===== src/hw/tmr_consts.svh =====
`ifndef TMR_CONSTS_SVH
`define TMR_CONSTS_SVH

// ----------------------------------------------------------------------------
// register indices, byte address is four times the index
// ----------------------------------------------------------------------------
`define TMR_IDX_CTL      6'h33
`define TMR_IDX_CNT      6'h32
`define TMR_IDX_CMP      6'h31
`define TMR_IDX_FLG      6'h34

// ----------------------------------------------------------------------------
// timer_control field positions
// ----------------------------------------------------------------------------
`define TMR_CTL_FORCE    7
`define TMR_CTL_WM0      6
`define TMR_CTL_COM1     5
`define TMR_CTL_COM0     4
`define TMR_CTL_WM1      3
`define TMR_CTL_CS_HI    2
`define TMR_CTL_CS_LO    0

// ----------------------------------------------------------------------------
// flag register field positions
// ----------------------------------------------------------------------------
`define TMR_FLG_OVF      0
`define TMR_FLG_CMP      1

// ----------------------------------------------------------------------------
// reset values and counter limits
// ----------------------------------------------------------------------------
`define TMR_CTL_RST      7'h00
`define TMR_CNT_RST      8'h00
`define TMR_CMP_RST      8'h00
`define TMR_MAX          8'hFF
`define TMR_BOTTOM       8'h00

// ----------------------------------------------------------------------------
// prescaler masks: divide by 1, 8, 32, 64, 128, 256, 1024
// ----------------------------------------------------------------------------
`define TMR_PRE_W        10
`define TMR_MASK_1       10'h000
`define TMR_MASK_8       10'h007
`define TMR_MASK_32      10'h01F
`define TMR_MASK_64      10'h03F
`define TMR_MASK_128     10'h07F
`define TMR_MASK_256     10'h0FF
`define TMR_MASK_1024    10'h3FF

`endif


===== src/hw/tmr_pkg.sv =====
package tmr_pkg;

  // --------------------------------------------------------------------------
  // wave modes, code is {bit 3, bit 6} of timer_control
  // --------------------------------------------------------------------------
  typedef enum logic [1:0] {
    TMR_MODE_NORMAL = 2'h0,
    TMR_MODE_PHASE  = 2'h1,
    TMR_MODE_CLEAR  = 2'h2,
    TMR_MODE_FAST   = 2'h3
  } tmr_mode_t;

  // --------------------------------------------------------------------------
  // count direction state
  // --------------------------------------------------------------------------
  typedef enum logic [1:0] {
    TMR_DIR_UP = 2'b01,
    TMR_DIR_DN = 2'b10
  } tmr_dir_t;

endpackage


===== src/hw/tmr_core.sv =====
`timescale 1ns/100ps
`default_nettype none
`include "tmr_consts.svh"

// Overview of operation
// force strobe acts only in normal or clear-on-match mode
// force strobe makes an immediate match, pin follows compare_out_mode
// forced match sets no flag and never clears the counter
// force strobe bit reads back as zero
// software writes force strobe as zero while a pwm mode is chosen
// wave_mode_select at bits 6 and 3: normal, phase pwm, clear, fast pwm
// top is 0xFF except clear-on-match mode, where top is compare_value
// compare buffer load timing per mode; overflow at max, phase pwm at bottom
// nonzero compare_out_mode gives waveform the pin; software sets direction
// non-pwm compare_out_mode: off, toggle, clear, set on match
// fast pwm: off, reserved, clear match set bottom, set match clear bottom
// fast pwm, compare at top: match ignored, bottom action kept
// phase pwm: clear up-match set down-match, or inverse; 01 reserved
// phase pwm, compare at top: match ignored, action done at top
// clock_select_field: stop, undivided, then divide 8 to 1024
// count_value is read and written directly by software
// count_value write blocks the match on the next timer tick
// compare_value checked every tick, match raises flag and drives waveform
// fast pwm counts to max then clears on next tick
// phase pwm counts up to max, turns there with no hold tick, counts down to bottom
// clear mode clears after a match, normal mode wraps 0xFF to zero
module tmr_core
  import tmr_pkg::*;
#(
  parameter int ADDR_W = 8
) (
  // clock and reset
  input  wire logic              clk_i,
  input  wire logic              rst_i,
  // wishbone slave
  input  wire logic              cyc_i,
  input  wire logic              stb_i,
  input  wire logic              we_i,
  input  wire logic [ADDR_W-1:0] adr_i,
  input  wire logic [3:0]        sel_i,
  input  wire logic [31:0]       dat_i,
  output logic      [31:0]       dat_o,
  output logic                   ack_o,
  // port pin
  input  wire logic              port_out_i,
  input  wire logic              port_dir_i,
  output logic                   waveform_output_pin_o,
  output logic                   waveform_output_pin_oe_n_o,
  // status
  output logic                   overflow_flag_o,
  output logic                   compare_flag_o
);

  // --------------------------------------------------------------------------
  // functions
  // --------------------------------------------------------------------------
  function automatic logic hit(input logic [ADDR_W-1:0] a, input logic [5:0] idx);
    hit = (a[7:2] == idx);
  endfunction

  function automatic logic [`TMR_PRE_W-1:0] pre_mask(input logic [2:0] cs);
    case (cs)
      3'h1:    pre_mask = `TMR_MASK_1;
      3'h2:    pre_mask = `TMR_MASK_8;
      3'h3:    pre_mask = `TMR_MASK_32;
      3'h4:    pre_mask = `TMR_MASK_64;
      3'h5:    pre_mask = `TMR_MASK_128;
      3'h6:    pre_mask = `TMR_MASK_256;
      default: pre_mask = `TMR_MASK_1024;
    endcase
  endfunction

  function automatic logic match_act(input logic [1:0] com, input logic oc);
    case (com)
      2'b01:   match_act = ~oc;
      2'b10:   match_act = 1'b0;
      2'b11:   match_act = 1'b1;
      default: match_act = oc;
    endcase
  endfunction

  // --------------------------------------------------------------------------
  // state
  // --------------------------------------------------------------------------
  logic                  ack_q;
  logic [31:0]           dat_q;
  logic [6:0]            ctl_q;
  logic [7:0]            cnt_q;
  logic [7:0]            buf_q;
  logic [7:0]            ocr_q;
  logic [`TMR_PRE_W-1:0] pre_q;
  logic                  blk_q;
  logic                  ovf_q;
  logic                  cmpf_q;
  logic                  oc_q;
  logic                  pin_q;
  logic                  oe_n_q;
  tmr_dir_t              dir_q;
  tmr_mode_t             mode;
  logic [1:0]            com;
  logic [2:0]            cs;
  logic                  acc;
  logic                  wr;
  logic                  wr_ctl;
  logic                  wr_cnt;
  logic                  wr_cmp;
  logic                  wr_flg;
  logic [7:0]            wdat;
  logic                  force_ok;
  logic                  tick;
  logic                  at_max;
  logic                  match_ev;
  logic                  top_case;
  logic                  ovf_set;
  logic [7:0]            rd_val;

  // --------------------------------------------------------------------------
  // field decode
  // --------------------------------------------------------------------------
  assign mode     = tmr_mode_t'({ctl_q[`TMR_CTL_WM1], ctl_q[`TMR_CTL_WM0]});
  assign com      = ctl_q[`TMR_CTL_COM1:`TMR_CTL_COM0];
  assign cs       = ctl_q[`TMR_CTL_CS_HI:`TMR_CTL_CS_LO];
  assign wdat     = dat_i[7:0];
  assign at_max   = (cnt_q == `TMR_MAX);
  assign top_case = com[1] && (ocr_q == `TMR_MAX);

  // --------------------------------------------------------------------------
  // wishbone slave
  // --------------------------------------------------------------------------
  assign acc    = cyc_i & stb_i & ack_q;
  assign wr     = acc & we_i & sel_i[0];
  assign wr_ctl = wr & hit(adr_i, `TMR_IDX_CTL);
  assign wr_cnt = wr & hit(adr_i, `TMR_IDX_CNT);
  assign wr_cmp = wr & hit(adr_i, `TMR_IDX_CMP);
  assign wr_flg = wr & hit(adr_i, `TMR_IDX_FLG);
  assign ack_o  = ack_q;
  assign dat_o  = dat_q;

  always_comb begin
    rd_val = 8'h00;
    if (hit(adr_i, `TMR_IDX_CTL)) begin
      rd_val = {1'b0, ctl_q};
    end else if (hit(adr_i, `TMR_IDX_CNT)) begin
      rd_val = cnt_q;
    end else if (hit(adr_i, `TMR_IDX_CMP)) begin
      rd_val = buf_q;
    end else if (hit(adr_i, `TMR_IDX_FLG)) begin
      rd_val = {6'h00, cmpf_q, ovf_q};
    end
  end

  always_ff @(posedge clk_i) begin
    if (rst_i) begin
      ack_q <= 1'b0;
      dat_q <= 32'h0000_0000;
    end else begin
      ack_q <= cyc_i & stb_i & ~ack_q;
      if (cyc_i & stb_i & ~ack_q) begin
        dat_q <= {24'h00_0000, rd_val};
      end
    end
  end

  // --------------------------------------------------------------------------
  // control register
  // --------------------------------------------------------------------------
  always_ff @(posedge clk_i) begin
    if (rst_i) begin
      ctl_q <= `TMR_CTL_RST;
    end else if (wr_ctl) begin
      ctl_q <= wdat[6:0];
    end
  end

  // --------------------------------------------------------------------------
  // prescaler and timer tick
  // --------------------------------------------------------------------------
  always_ff @(posedge clk_i) begin
    if (rst_i || cs == 3'h0) begin
      pre_q <= '0;
    end else begin
      pre_q <= pre_q + {{(`TMR_PRE_W-1){1'b0}}, 1'b1};
    end
  end

  assign tick = (cs != 3'h0) && ((pre_q & pre_mask(cs)) == pre_mask(cs));

  // --------------------------------------------------------------------------
  // compare unit
  // --------------------------------------------------------------------------
  assign match_ev = tick && (cnt_q == ocr_q) && !blk_q;

  always_ff @(posedge clk_i) begin
    if (rst_i) begin
      blk_q <= 1'b0;
    end else if (wr_cnt) begin
      blk_q <= 1'b1;
    end else if (tick) begin
      blk_q <= 1'b0;
    end
  end

  always_ff @(posedge clk_i) begin
    if (rst_i) begin
      buf_q <= `TMR_CMP_RST;
    end else if (wr_cmp) begin
      buf_q <= wdat;
    end
  end

  always_ff @(posedge clk_i) begin
    if (rst_i) begin
      ocr_q <= `TMR_CMP_RST;
    end else if (mode == TMR_MODE_NORMAL || mode == TMR_MODE_CLEAR) begin
      ocr_q <= wr_cmp ? wdat : buf_q;
    end else if (tick && at_max) begin
      ocr_q <= buf_q;
    end
  end

  // --------------------------------------------------------------------------
  // counter
  // --------------------------------------------------------------------------
  always_ff @(posedge clk_i) begin
    if (rst_i) begin
      cnt_q <= `TMR_CNT_RST;
      dir_q <= TMR_DIR_UP;
    end else if (wr_cnt) begin
      cnt_q <= wdat;
    end else if (tick) begin
      case (mode)
        TMR_MODE_CLEAR: begin
          cnt_q <= match_ev ? `TMR_BOTTOM : cnt_q + 8'h01;
        end
        TMR_MODE_PHASE: begin
          if (dir_q == TMR_DIR_UP) begin
            if (at_max) begin
              dir_q <= TMR_DIR_DN;
              cnt_q <= cnt_q - 8'h01;
            end else begin
              cnt_q <= cnt_q + 8'h01;
            end
          end else begin
            if (cnt_q == `TMR_BOTTOM) begin
              dir_q <= TMR_DIR_UP;
              cnt_q <= cnt_q + 8'h01;
            end else begin
              cnt_q <= cnt_q - 8'h01;
            end
          end
        end
        default: begin
          cnt_q <= cnt_q + 8'h01;
          dir_q <= TMR_DIR_UP;
        end
      endcase
    end
  end

  // --------------------------------------------------------------------------
  // flags, write one clears, a set in the same cycle wins
  // --------------------------------------------------------------------------
  assign ovf_set = tick && ((mode == TMR_MODE_PHASE) ?
                   (cnt_q == `TMR_BOTTOM && dir_q == TMR_DIR_DN) : at_max);

  always_ff @(posedge clk_i) begin
    if (rst_i) begin
      ovf_q  <= 1'b0;
      cmpf_q <= 1'b0;
    end else begin
      ovf_q  <= ovf_set | (ovf_q & ~(wr_flg & wdat[`TMR_FLG_OVF]));
      cmpf_q <= match_ev | (cmpf_q & ~(wr_flg & wdat[`TMR_FLG_CMP]));
    end
  end

  assign overflow_flag_o = ovf_q;
  assign compare_flag_o  = cmpf_q;

  // --------------------------------------------------------------------------
  // waveform unit
  // --------------------------------------------------------------------------
  assign force_ok = wr_ctl && wdat[`TMR_CTL_FORCE] && !wdat[`TMR_CTL_WM0];

  always_ff @(posedge clk_i) begin
    if (rst_i) begin
      oc_q <= 1'b0;
    end else if (force_ok) begin
      oc_q <= match_act(wdat[`TMR_CTL_COM1:`TMR_CTL_COM0], oc_q);
    end else if (tick) begin
      case (mode)
        TMR_MODE_FAST: begin
          if (com[1] && at_max) begin
            oc_q <= ~com[0];
          end else if (com[1] && match_ev && !top_case) begin
            oc_q <= com[0];
          end
        end
        TMR_MODE_PHASE: begin
          if (top_case) begin
            if (at_max) begin
              oc_q <= ~com[0];
            end
          end else if (com[1] && match_ev) begin
            // a match at bottom acts as up-counting, so compare zero stays steady
            oc_q <= (dir_q == TMR_DIR_UP || cnt_q == `TMR_BOTTOM) ? com[0] : ~com[0];
          end
        end
        default: begin
          if (match_ev) begin
            oc_q <= match_act(com, oc_q);
          end
        end
      endcase
    end
  end

  always_ff @(posedge clk_i) begin
    if (rst_i) begin
      pin_q  <= 1'b0;
      oe_n_q <= 1'b1;
    end else begin
      pin_q  <= (com != 2'b00) ? oc_q : port_out_i;
      oe_n_q <= ~port_dir_i;
    end
  end

  assign waveform_output_pin_o      = pin_q;
  assign waveform_output_pin_oe_n_o = oe_n_q;

  // --------------------------------------------------------------------------
  // checks
  // --------------------------------------------------------------------------
  logic                  chk_cnt_wr_q;

  always_ff @(posedge clk_i) begin
    if (rst_i) begin
      chk_cnt_wr_q <= 1'b0;
    end else if (wr_cnt) begin
      chk_cnt_wr_q <= 1'b1;
    end else if (tick) begin
      chk_cnt_wr_q <= 1'b0;
    end
  end
endmodule

`default_nettype wire


===== config.mk =====
export PLATFORM = sky130hd
export DESIGN_NAME = tmr_core
export DESIGN_NICKNAME = d
export VERILOG_FILES = /design/src/hw/tmr_pkg.sv /design/src/hw/tmr_core.sv
export VERILOG_INCLUDE_DIRS = /design/src /design/src/hw
export SDC_FILE = /design/constraint.sdc
export NUM_CORES = 1
export LEC_CHECK = 0
export BUFFER_PORTS_ARGS = -buffer_cell sky130_fd_sc_hd__buf_4
export CAP_MARGIN = 10
export CORE_AREA = 2 2 114 116
export DETAILED_ROUTE_END_ITERATION = 16
export DIE_AREA = 0 0 116 118
export PLACE_DENSITY_LB_ADDON = 0.05
export SYNTH_ARGS = -nofsm -noshare
export SYNTH_HDL_FRONTEND = slang
export SYNTH_SLANG_ARGS = --single-unit

===== constraint.sdc =====
create_clock -name clk_i -period 5 [get_ports clk_i]
set_input_delay 0.5 -clock clk_i [delete_from_list [all_inputs] [get_ports clk_i]]
set_output_delay 0.5 -clock clk_i [all_outputs]
set_load 0.02 [all_outputs]

==> results.json, run 1 <==
{
  "wirelength_um": 11400,
  "syn_area_per_cell_um2": 7.88,
  "synth_compound_area_share_pct": 20.4,
  "synth-seq-area-share_pct": 31.6,
  "power.density_mw_per_mm2": 268,
  "ir_worst_vdd_uv": 164,
  "first_pass_iters": 4,
  "syn_to_final_growth_pct": 15.1,
  "r2r_start": "cnt_q[1]",
  "cts.path.max_buffers": 2,
  "fp.dieH_um": 118,
  "drive_gt1_share_pct": 13.2,
  "multi_input_area_mm2": 0.00227,
  "place_congestion": 0.807,
  "synth_top_cell_area_share_pct": 31.6,
  "crit_chain": "ha_1 > and3_1 > a22oi_1 > a21boi_0 > a211oi_1 > or3_1 > a221oi_1",
  "antenna_found_initial": 0,
  "ys.flop_type": "dfxtp_1",
  "total_power_w": 0.00113,
  "cts_tree": "done",
  "required_ns": 5.25,
  "antennaDiodeCount": 0,
  "power.leakage_nw": 1.60,
  "netlist_area_mm2": 0.00367,
  "startpoint_type": "register",
  "fillers": 1339,
  "critPathTopFamily": "compound AO/OA/AOI/OAI gates",
  "dpl.cell_count": 647,
  "layout_commonest_cell": "dfxtp_1",
  "synth_cells": 466,
  "min_path_cells": 2,
  "die_x_um": 116,
  "initial_core_util_pct": 29.6,
  "final_nets": 546,
  "maxCapViolations": 0,
  "grt_pass1_vias": 3147,
  "rsz0062_at_grt": "no",
  "fin_crit_ns": 2.87,
  "status": "complete, no violations",
  "cts_hold_buf": 0,
  "setup_viol": 0,
  "cts_setup_buffers": 0,
  "synth_top_family_by_area": "simple AND/OR/NAND/NOR gates",
  "r2r_cells": 7,
  "cts.repair.resized": 0,
  "yosys_warnings": 0,
  "synth_xor_area_share_pct": 5.25,
  "path_buf_inv": 0,
  "rows": 41,
  "synth_adder_area_share_pct": 3.07,
  "layout.area.seq_mm2": 0.00116,
  "io_pins": 88,
  "htreeDepth": 3,
  "synth_edf_count": 0,
  "startpoint": "cnt_q[1]",
  "fin_setup_tns_ns": 0,
  "postRouteAntennaNets": 0,
  "skew_ns": 0.00734,
  "postSynth.asyncResetShare_pct": 0,
  "end_kind": "register",
  "slowest_stage": "a21boi_0",
  "drc": 0,
  "reg2reg_slack_ns": 2.13,
  "synthTopCellsByArea": "dfxtp_1 32%, nor2_1 5.7%, mux2i_1 5.5%, a21oi_1 5.3%, buf_4 4.9%",
  "drv_slew": 0,
  "synth_cell_type_count": 63,
  "io_buffers": 34,
  "hold_viol": 0,
  "synth_simple_gate_area_share_pct": 24.8,
  "critical_path_arrival_ns": 3.12,
  "final_cell_mix": "58 x dfxtp_1, 56 x nor2_1, 39 x a21oi_1, 35 x nand2_1, 35 x buf_4",
  "path_class": "reg2reg",
  "grt_max_degree": 53,
  "whs_ns": 0.327,
  "synth_top_cell_by_area": "dfxtp_1",
  "path_depth": 7,
  "core-area_mm2": 0.0124,
  "ctsRootBufferMaster": "clkbuf_16",
  "drt_iter0_markers": 217,
  "max_stage_delay_ns": 0.63,
  "crit_fanout": 9,
  "routed-via-count": 3360,
  "grt_overflow_total": 0,
  "cp-endpoint": "cnt_q[7]",
  "tightest_slew_ns": 0.899,
  "vias_per_cell": 5.07,
  "cts_buffers": 9,
  "grt_util_all_layers_pct": 17.6,
  "clock-sinks": 58,
  "ys_ff_latch": 58,
  "hpwl_um": 8200,
  "die_area_mm2": 0.0137,
  "min_path_type": "in2reg",
  "fmax_mhz": 349,
  "synth.area.mux_share_pct": 5.76,
  "timing.rr.end": "cnt_q[7]",
  "slew-limit-headroom_pct": 39.9,
  "clkLatencyLatePin_ns": 0.34,
  "final.period_utilization_pct": 57.4,
  "grt_pass1_wl_um": 18300,
  "final_cell_count_no_fill": 663,
  "wire_per_inst_um": 17.2,
  "clk_pin_slew_ns": 0.06
}
[state kept, by name, indices dropped and copies added, names as in the netlist, 2 cells and up]
signal / flops
cnt_q: 8
buf_q: 8
pre_q: 10
ocr_q: 8
dat_o: 8
ctl_q: 7
dir_q: 2
[routing by layer]
layer | up-vias | GRT usage (%) | part of all wire (%)
met5 | - | 0 | 0
met4 | 0 | 5.06 | 1.3
met3 | 11 | 5.15 | 5.0
met2 | 81 | 26.9 | 47
met1 | 1601 | 23.9 | 46
li1 | 1667 | - | -
[final cells by class]
cell class / count / share of cell area (%)
Tap cell: 172 / 5.09
Clock buffer: 9 / 5.33
Inverter: 11 / 0.977
Multi-Input combinational cell: 371 / 53.6
Sequential cell: 58 / 27.5
Clock inverter: 7 / 1.27
Timing Repair Buffer: 35 / 6.22
[synthesized netlist by cell type (2+ instances only)]
library cell,count
dfxtp_1,58
nor2_1,56
a21oi_1,39
nand2_1,35
nand3_1,33
buf_4,24
mux2i_1,20
clkbuf_1,19
a211oi_1,18
a22oi_1,13
o21ai_0,12
inv_1,11
xnor2_1,11
xor2_1,11
ha_1,9
nor3_1,8
and3_1,6
nand2b_1,5
and2_1,4
buf_2,4
nand3b_1,4
nor2b_1,4
or2_2,4
or3_1,4
a21o_1,3
a221oi_1,3
nand4_1,3
nor4_1,3
a21boi_0,2
and4_1,2
nor4_2,2
nor4b_1,2
o22ai_1,2
o31ai_1,2
o41ai_1,2
[cell families (layout without fill, tap and decap cells)]
kind of cell | count (synthesis) | after routing
AO/OA/AOI/OAI | 113 | 113
AND/OR/NAND/NOR | 182 | 182
flip-flops | 58 | 58
XOR/XNOR | 22 | 22
other | 1 | 24
buffers and inverters | 60 | 62
multiplexers | 21 | 21
adder cells (fa/ha/maj) | 9 | 9
[report_power, final]
part	internal [W]	total (W)	leakage, nW	switching, W
clock	0.000337	0.000587	0.128	0.000250
sequential	0.000467	0.000470	0.469	0.00000273
combinational	0.0000241	0.0000760	0.999	0.0000518
[stage by stage]
| step | utilization [%] | cell area [um2] | setup WS [ns] |
|---|---|---|---|
| 5_1_grt | 34.0 | 4230 | 1.92 |
| 2_1_floorplan | - | 3760 | 2.72 |
| 3_3_place_gp | 31.8 | 3950 | 2.07 |
| 4_1_cts | 34.0 | 4230 | 2.11 |
| 6_report | 34.0 | 4230 | 2.13 |
| 3_5_place_dp | 31.8 | 3950 | 2.06 |
[how the worst min path moves through the flow]
stage | start | endpoint | slack [ns]
floorplan | pre_q[0] | pre_q[0] | 0.43
global route | port_dir_i | waveform_output_pin_oe_n_o | 0.33
finish | port_dir_i | waveform_output_pin_oe_n_o | 0.33
global placement | pre_q[0] | pre_q[0] | 0.45
CTS | port_dir_i | waveform_output_pin_oe_n_o | 0.32
detailed placement | pre_q[0] | pre_q[0] | 0.45
No activity file was read; power rests on OpenSTA's default activity.
==> run 2, diff against run 1 <==
--- a/config.mk
+++ b/config.mk
@@ -6,11 +6,12 @@
 export SDC_FILE = /design/constraint.sdc
 export NUM_CORES = 1
 export LEC_CHECK = 0
+export ABC_AREA = 1
 export BUFFER_PORTS_ARGS = -buffer_cell sky130_fd_sc_hd__buf_4
 export CAP_MARGIN = 10
-export CORE_AREA = 2 2 114 116
+export CORE_AREA = 2 2 116 118
 export DETAILED_ROUTE_END_ITERATION = 16
-export DIE_AREA = 0 0 116 118
+export DIE_AREA = 0 0 118 120
 export PLACE_DENSITY_LB_ADDON = 0.05
 export SYNTH_ARGS = -nofsm -noshare
 export SYNTH_HDL_FRONTEND = slang
==> constraint.sdc (replaced) <==
create_clock -name clk_i -period 2.5 [get_ports clk_i]
set_input_delay 0.25 -clock clk_i [delete_from_list [all_inputs] [get_ports clk_i]]
set_output_delay 0.25 -clock clk_i [all_outputs]
set_load 0.02 [all_outputs]
==> results.json, run 2 <==
{
  "io_pins": 88,
  "power.leakage_nw": 1.86,
  "top_register": "pre_q",
  "drv_slew": 0,
  "setup_viol": 0,
  "die_area_mm2": 0.0142,
  "grt_pass1_vias": 3443,
  "cts_setup_buffers": 0,
  "maxCapViolations": 0,
  "netlist_area_mm2": 0.00377,
  "end_kind": "register",
  "r2r_start": "cnt_q[0]",
  "fmax_mhz": 475,
  "startpoint": "cnt_q[0]",
  "first_pass_iters": 4,
  "hpwl_um": 9090,
  "postSynth.asyncResetShare_pct": 0,
  "initial_core_util_pct": 29.1,
  "layout.area.seq_mm2": 0.00116,
  "multi_input_area_mm2": 0.00215,
  "cts_hold_buf": 0,
  "wire_per_inst_um": 15.0,
  "final_nets": 665,
  "grt_max_degree": 30,
  "synth_cell_type_count": 37,
  "layout_commonest_cell": "nand2_1",
  "core-area_mm2": 0.0130,
  "max_stage_delay_ns": 0.42,
  "vias_per_cell": 4.62,
  "tightest_slew_ns": 0.704,
  "syn_to_final_growth_pct": 16.7,
  "place_area_mm2": 0.00410,
  "min_path_type": "in2reg",
  "largest_register_ffs": 10,
  "io_buffers": 34,
  "synth_common_cells": "118 x nand2_1, 67 x inv_1, 61 x nor2_1",
  "clock-sinks": 58,
  "power.density_mw_per_mm2": 533,
  "rsz0062_at_grt": "no",
  "fin_setup_tns_ns": 0,
  "status": "complete, no violations",
  "place_congestion": 0.833,
  "synth-seq-area-share_pct": 30.8,
  "grt_pass1_wl_um": 19100,
  "cts.repair.resized": 0,
  "crit_fanout": 10,
  "final.period_utilization_pct": 84.2,
  "ctsRootBufferMaster": "clkbuf_16",
  "crit_chain": "inv_1 > ha_1 > nor3b_1 > nand2_1 > nand2_2 > nand2_2 > nand2_1 > o21ai_0 > nand3_1 > a21oi_1",
  "syn_area_per_cell_um2": 6.61,
  "hold_viol": 0,
  "ir_worst_vdd_uv": 238,
  "startpoint_type": "register",
  "yosysMostFrequentCell": "nand2_1",
  "critical_path_arrival_ns": 2.37,
  "postRouteAntennaNets": 0,
  "drive_gt1_share_pct": 15.4,
  "drt_iter0_markers": 189,
  "drc": 0,
  "slowest_stage": "dfxtp_1",
  "skew_ns": 0.00773,
  "cts.path.max_buffers": 2,
  "preCtsSetupSlack_ns": 0.439,
  "required_ns": 2.77,
  "antennaDiodeCount": 0,
  "min_from": "port_dir_i",
  "wirelength_um": 11800,
  "fin_crit_ns": 2.10,
  "yosys_warnings": 0,
  "fillers": 1462,
  "routed-via-count": 3630,
  "whs_ns": 0.0779,
  "grt_overflow_total": 0,
  "design_area_mm2": 0.00440,
  "timing.final.ws_setup_ns": 0.396,
  "synthTopCellsByArea": "dfxtp_1 31%, nand2_1 12%, inv_1 6.7%, nor2_1 6.1%, a21oi_1 6.0%",
  "rows": 42,
  "cts_tree": "done",
  "slew-limit-headroom_pct": 53.0,
  "ys.flop_type": "dfxtp_1",
  "antenna_found_initial": 0,
  "synth_cells": 571,
  "cts_buffers": 9,
  "synth_top_cell_area_share_pct": 30.8,
  "clkLatencyLatePin_ns": 0.34,
  "die_x_um": 118,
  "clk_pin_slew_ns": 0.06,
  "path_class": "reg2reg",
  "final_cell_mix": "118 x nand2_1, 67 x inv_1, 61 x nor2_1, 58 x dfxtp_1, 45 x a21oi_1",
  "htreeDepth": 3,
  "total_power_w": 0.00235,
  "synth_edf_count": 0,
  "grt_util_all_layers_pct": 17.6,
  "fp.dieH_um": 120,
  "synth_top_cell_by_area": "dfxtp_1",
  "ys_ff_latch": 58
}
## run 2: cell types whose count changed after synthesis, sizes merged, moves of 17 or more
cell and delta:
mux2i -20, a211oi -17, nor2 +18, inv +61
o21ai +26, nand2 +96
## run 2: cell families (layout without fill, tap and decap cells)
logic type	Yosys count	after routing	synth area share [%]
XOR/XNOR	10	10	2.32
AND/OR/NAND/NOR	266	266	32.4
adder cells (fa/ha/maj)	9	9	2.98
buffers and inverters	112	128	14.5
flip-flops	58	58	30.8
AO/OA/AOI/OAI	115	115	16.9
other	1	24	0.0994
## run 2: layer usage
| layer | share of wire [%] | GRT usage [%] | up-vias |
|---|---|---|---|
| li1 | - | - | 1881 |
| met4 | 1.9 | 7.45 | 0 |
| met5 | 0 | 0 | - |
| met3 | 3.4 | 2.66 | 17 |
| met2 | 43 | 26.6 | 79 |
| met1 | 52 | 24.8 | 1653 |
## run 2: layout make-up
cell class	instances	area share, %
Multi-Input combinational cell	424	48.9
Sequential cell	58	26.4
Timing Repair Buffer	38	6.48
Inverter	74	6.31
Clock buffer	11	5.74
Tap cell	176	5.00
Clock inverter	5	1.19
## run 2: path summary, 6_finish.rpt
kind	endpoint	slack, ns	cells after the start
hold reg to reg	dat_o[7]	0.48	2
hold / removal	waveform_output_pin_oe_n_o	0.08	2
setup / recovery	cnt_q[5]	0.40	10
setup reg to reg	cnt_q[5]	0.40	10
## run 2: stage by stage
stage	cells	utilization, %
CTS	786	33.9
floorplan	594	-
global route	786	33.9
finish	786	33.9
global placement	770	31.6
detailed placement	770	31.6
## run 2: critical path, delay by kind of cell (launching register included)
| kind | cells | cell delay [ns] |
|---|---|---|
| adders and majority gates | 1 | 0.24 |
| DFF | 1 | 0.42 |
| and+or+nand+nor | 6 | 0.87 |
| AOI/OAI and AO/OA | 2 | 0.31 |
| buffers and inverters | 1 | 0.19 |
## run 2: power breakdown
| group | total, W | internal (W) | switching, W | leakage (nW) |
|---|---|---|---|---|
| Sequential | 0.000937 | 0.000933 | 0.00000444 | 0.468 |
| Clock | 0.00127 | 0.000819 | 0.000452 | 0.151 |
| Combinational | 0.000140 | 0.0000427 | 0.0000973 | 1.24 |
| Total | 0.00235 | 0.00179 | 0.000553 | 1.86 |
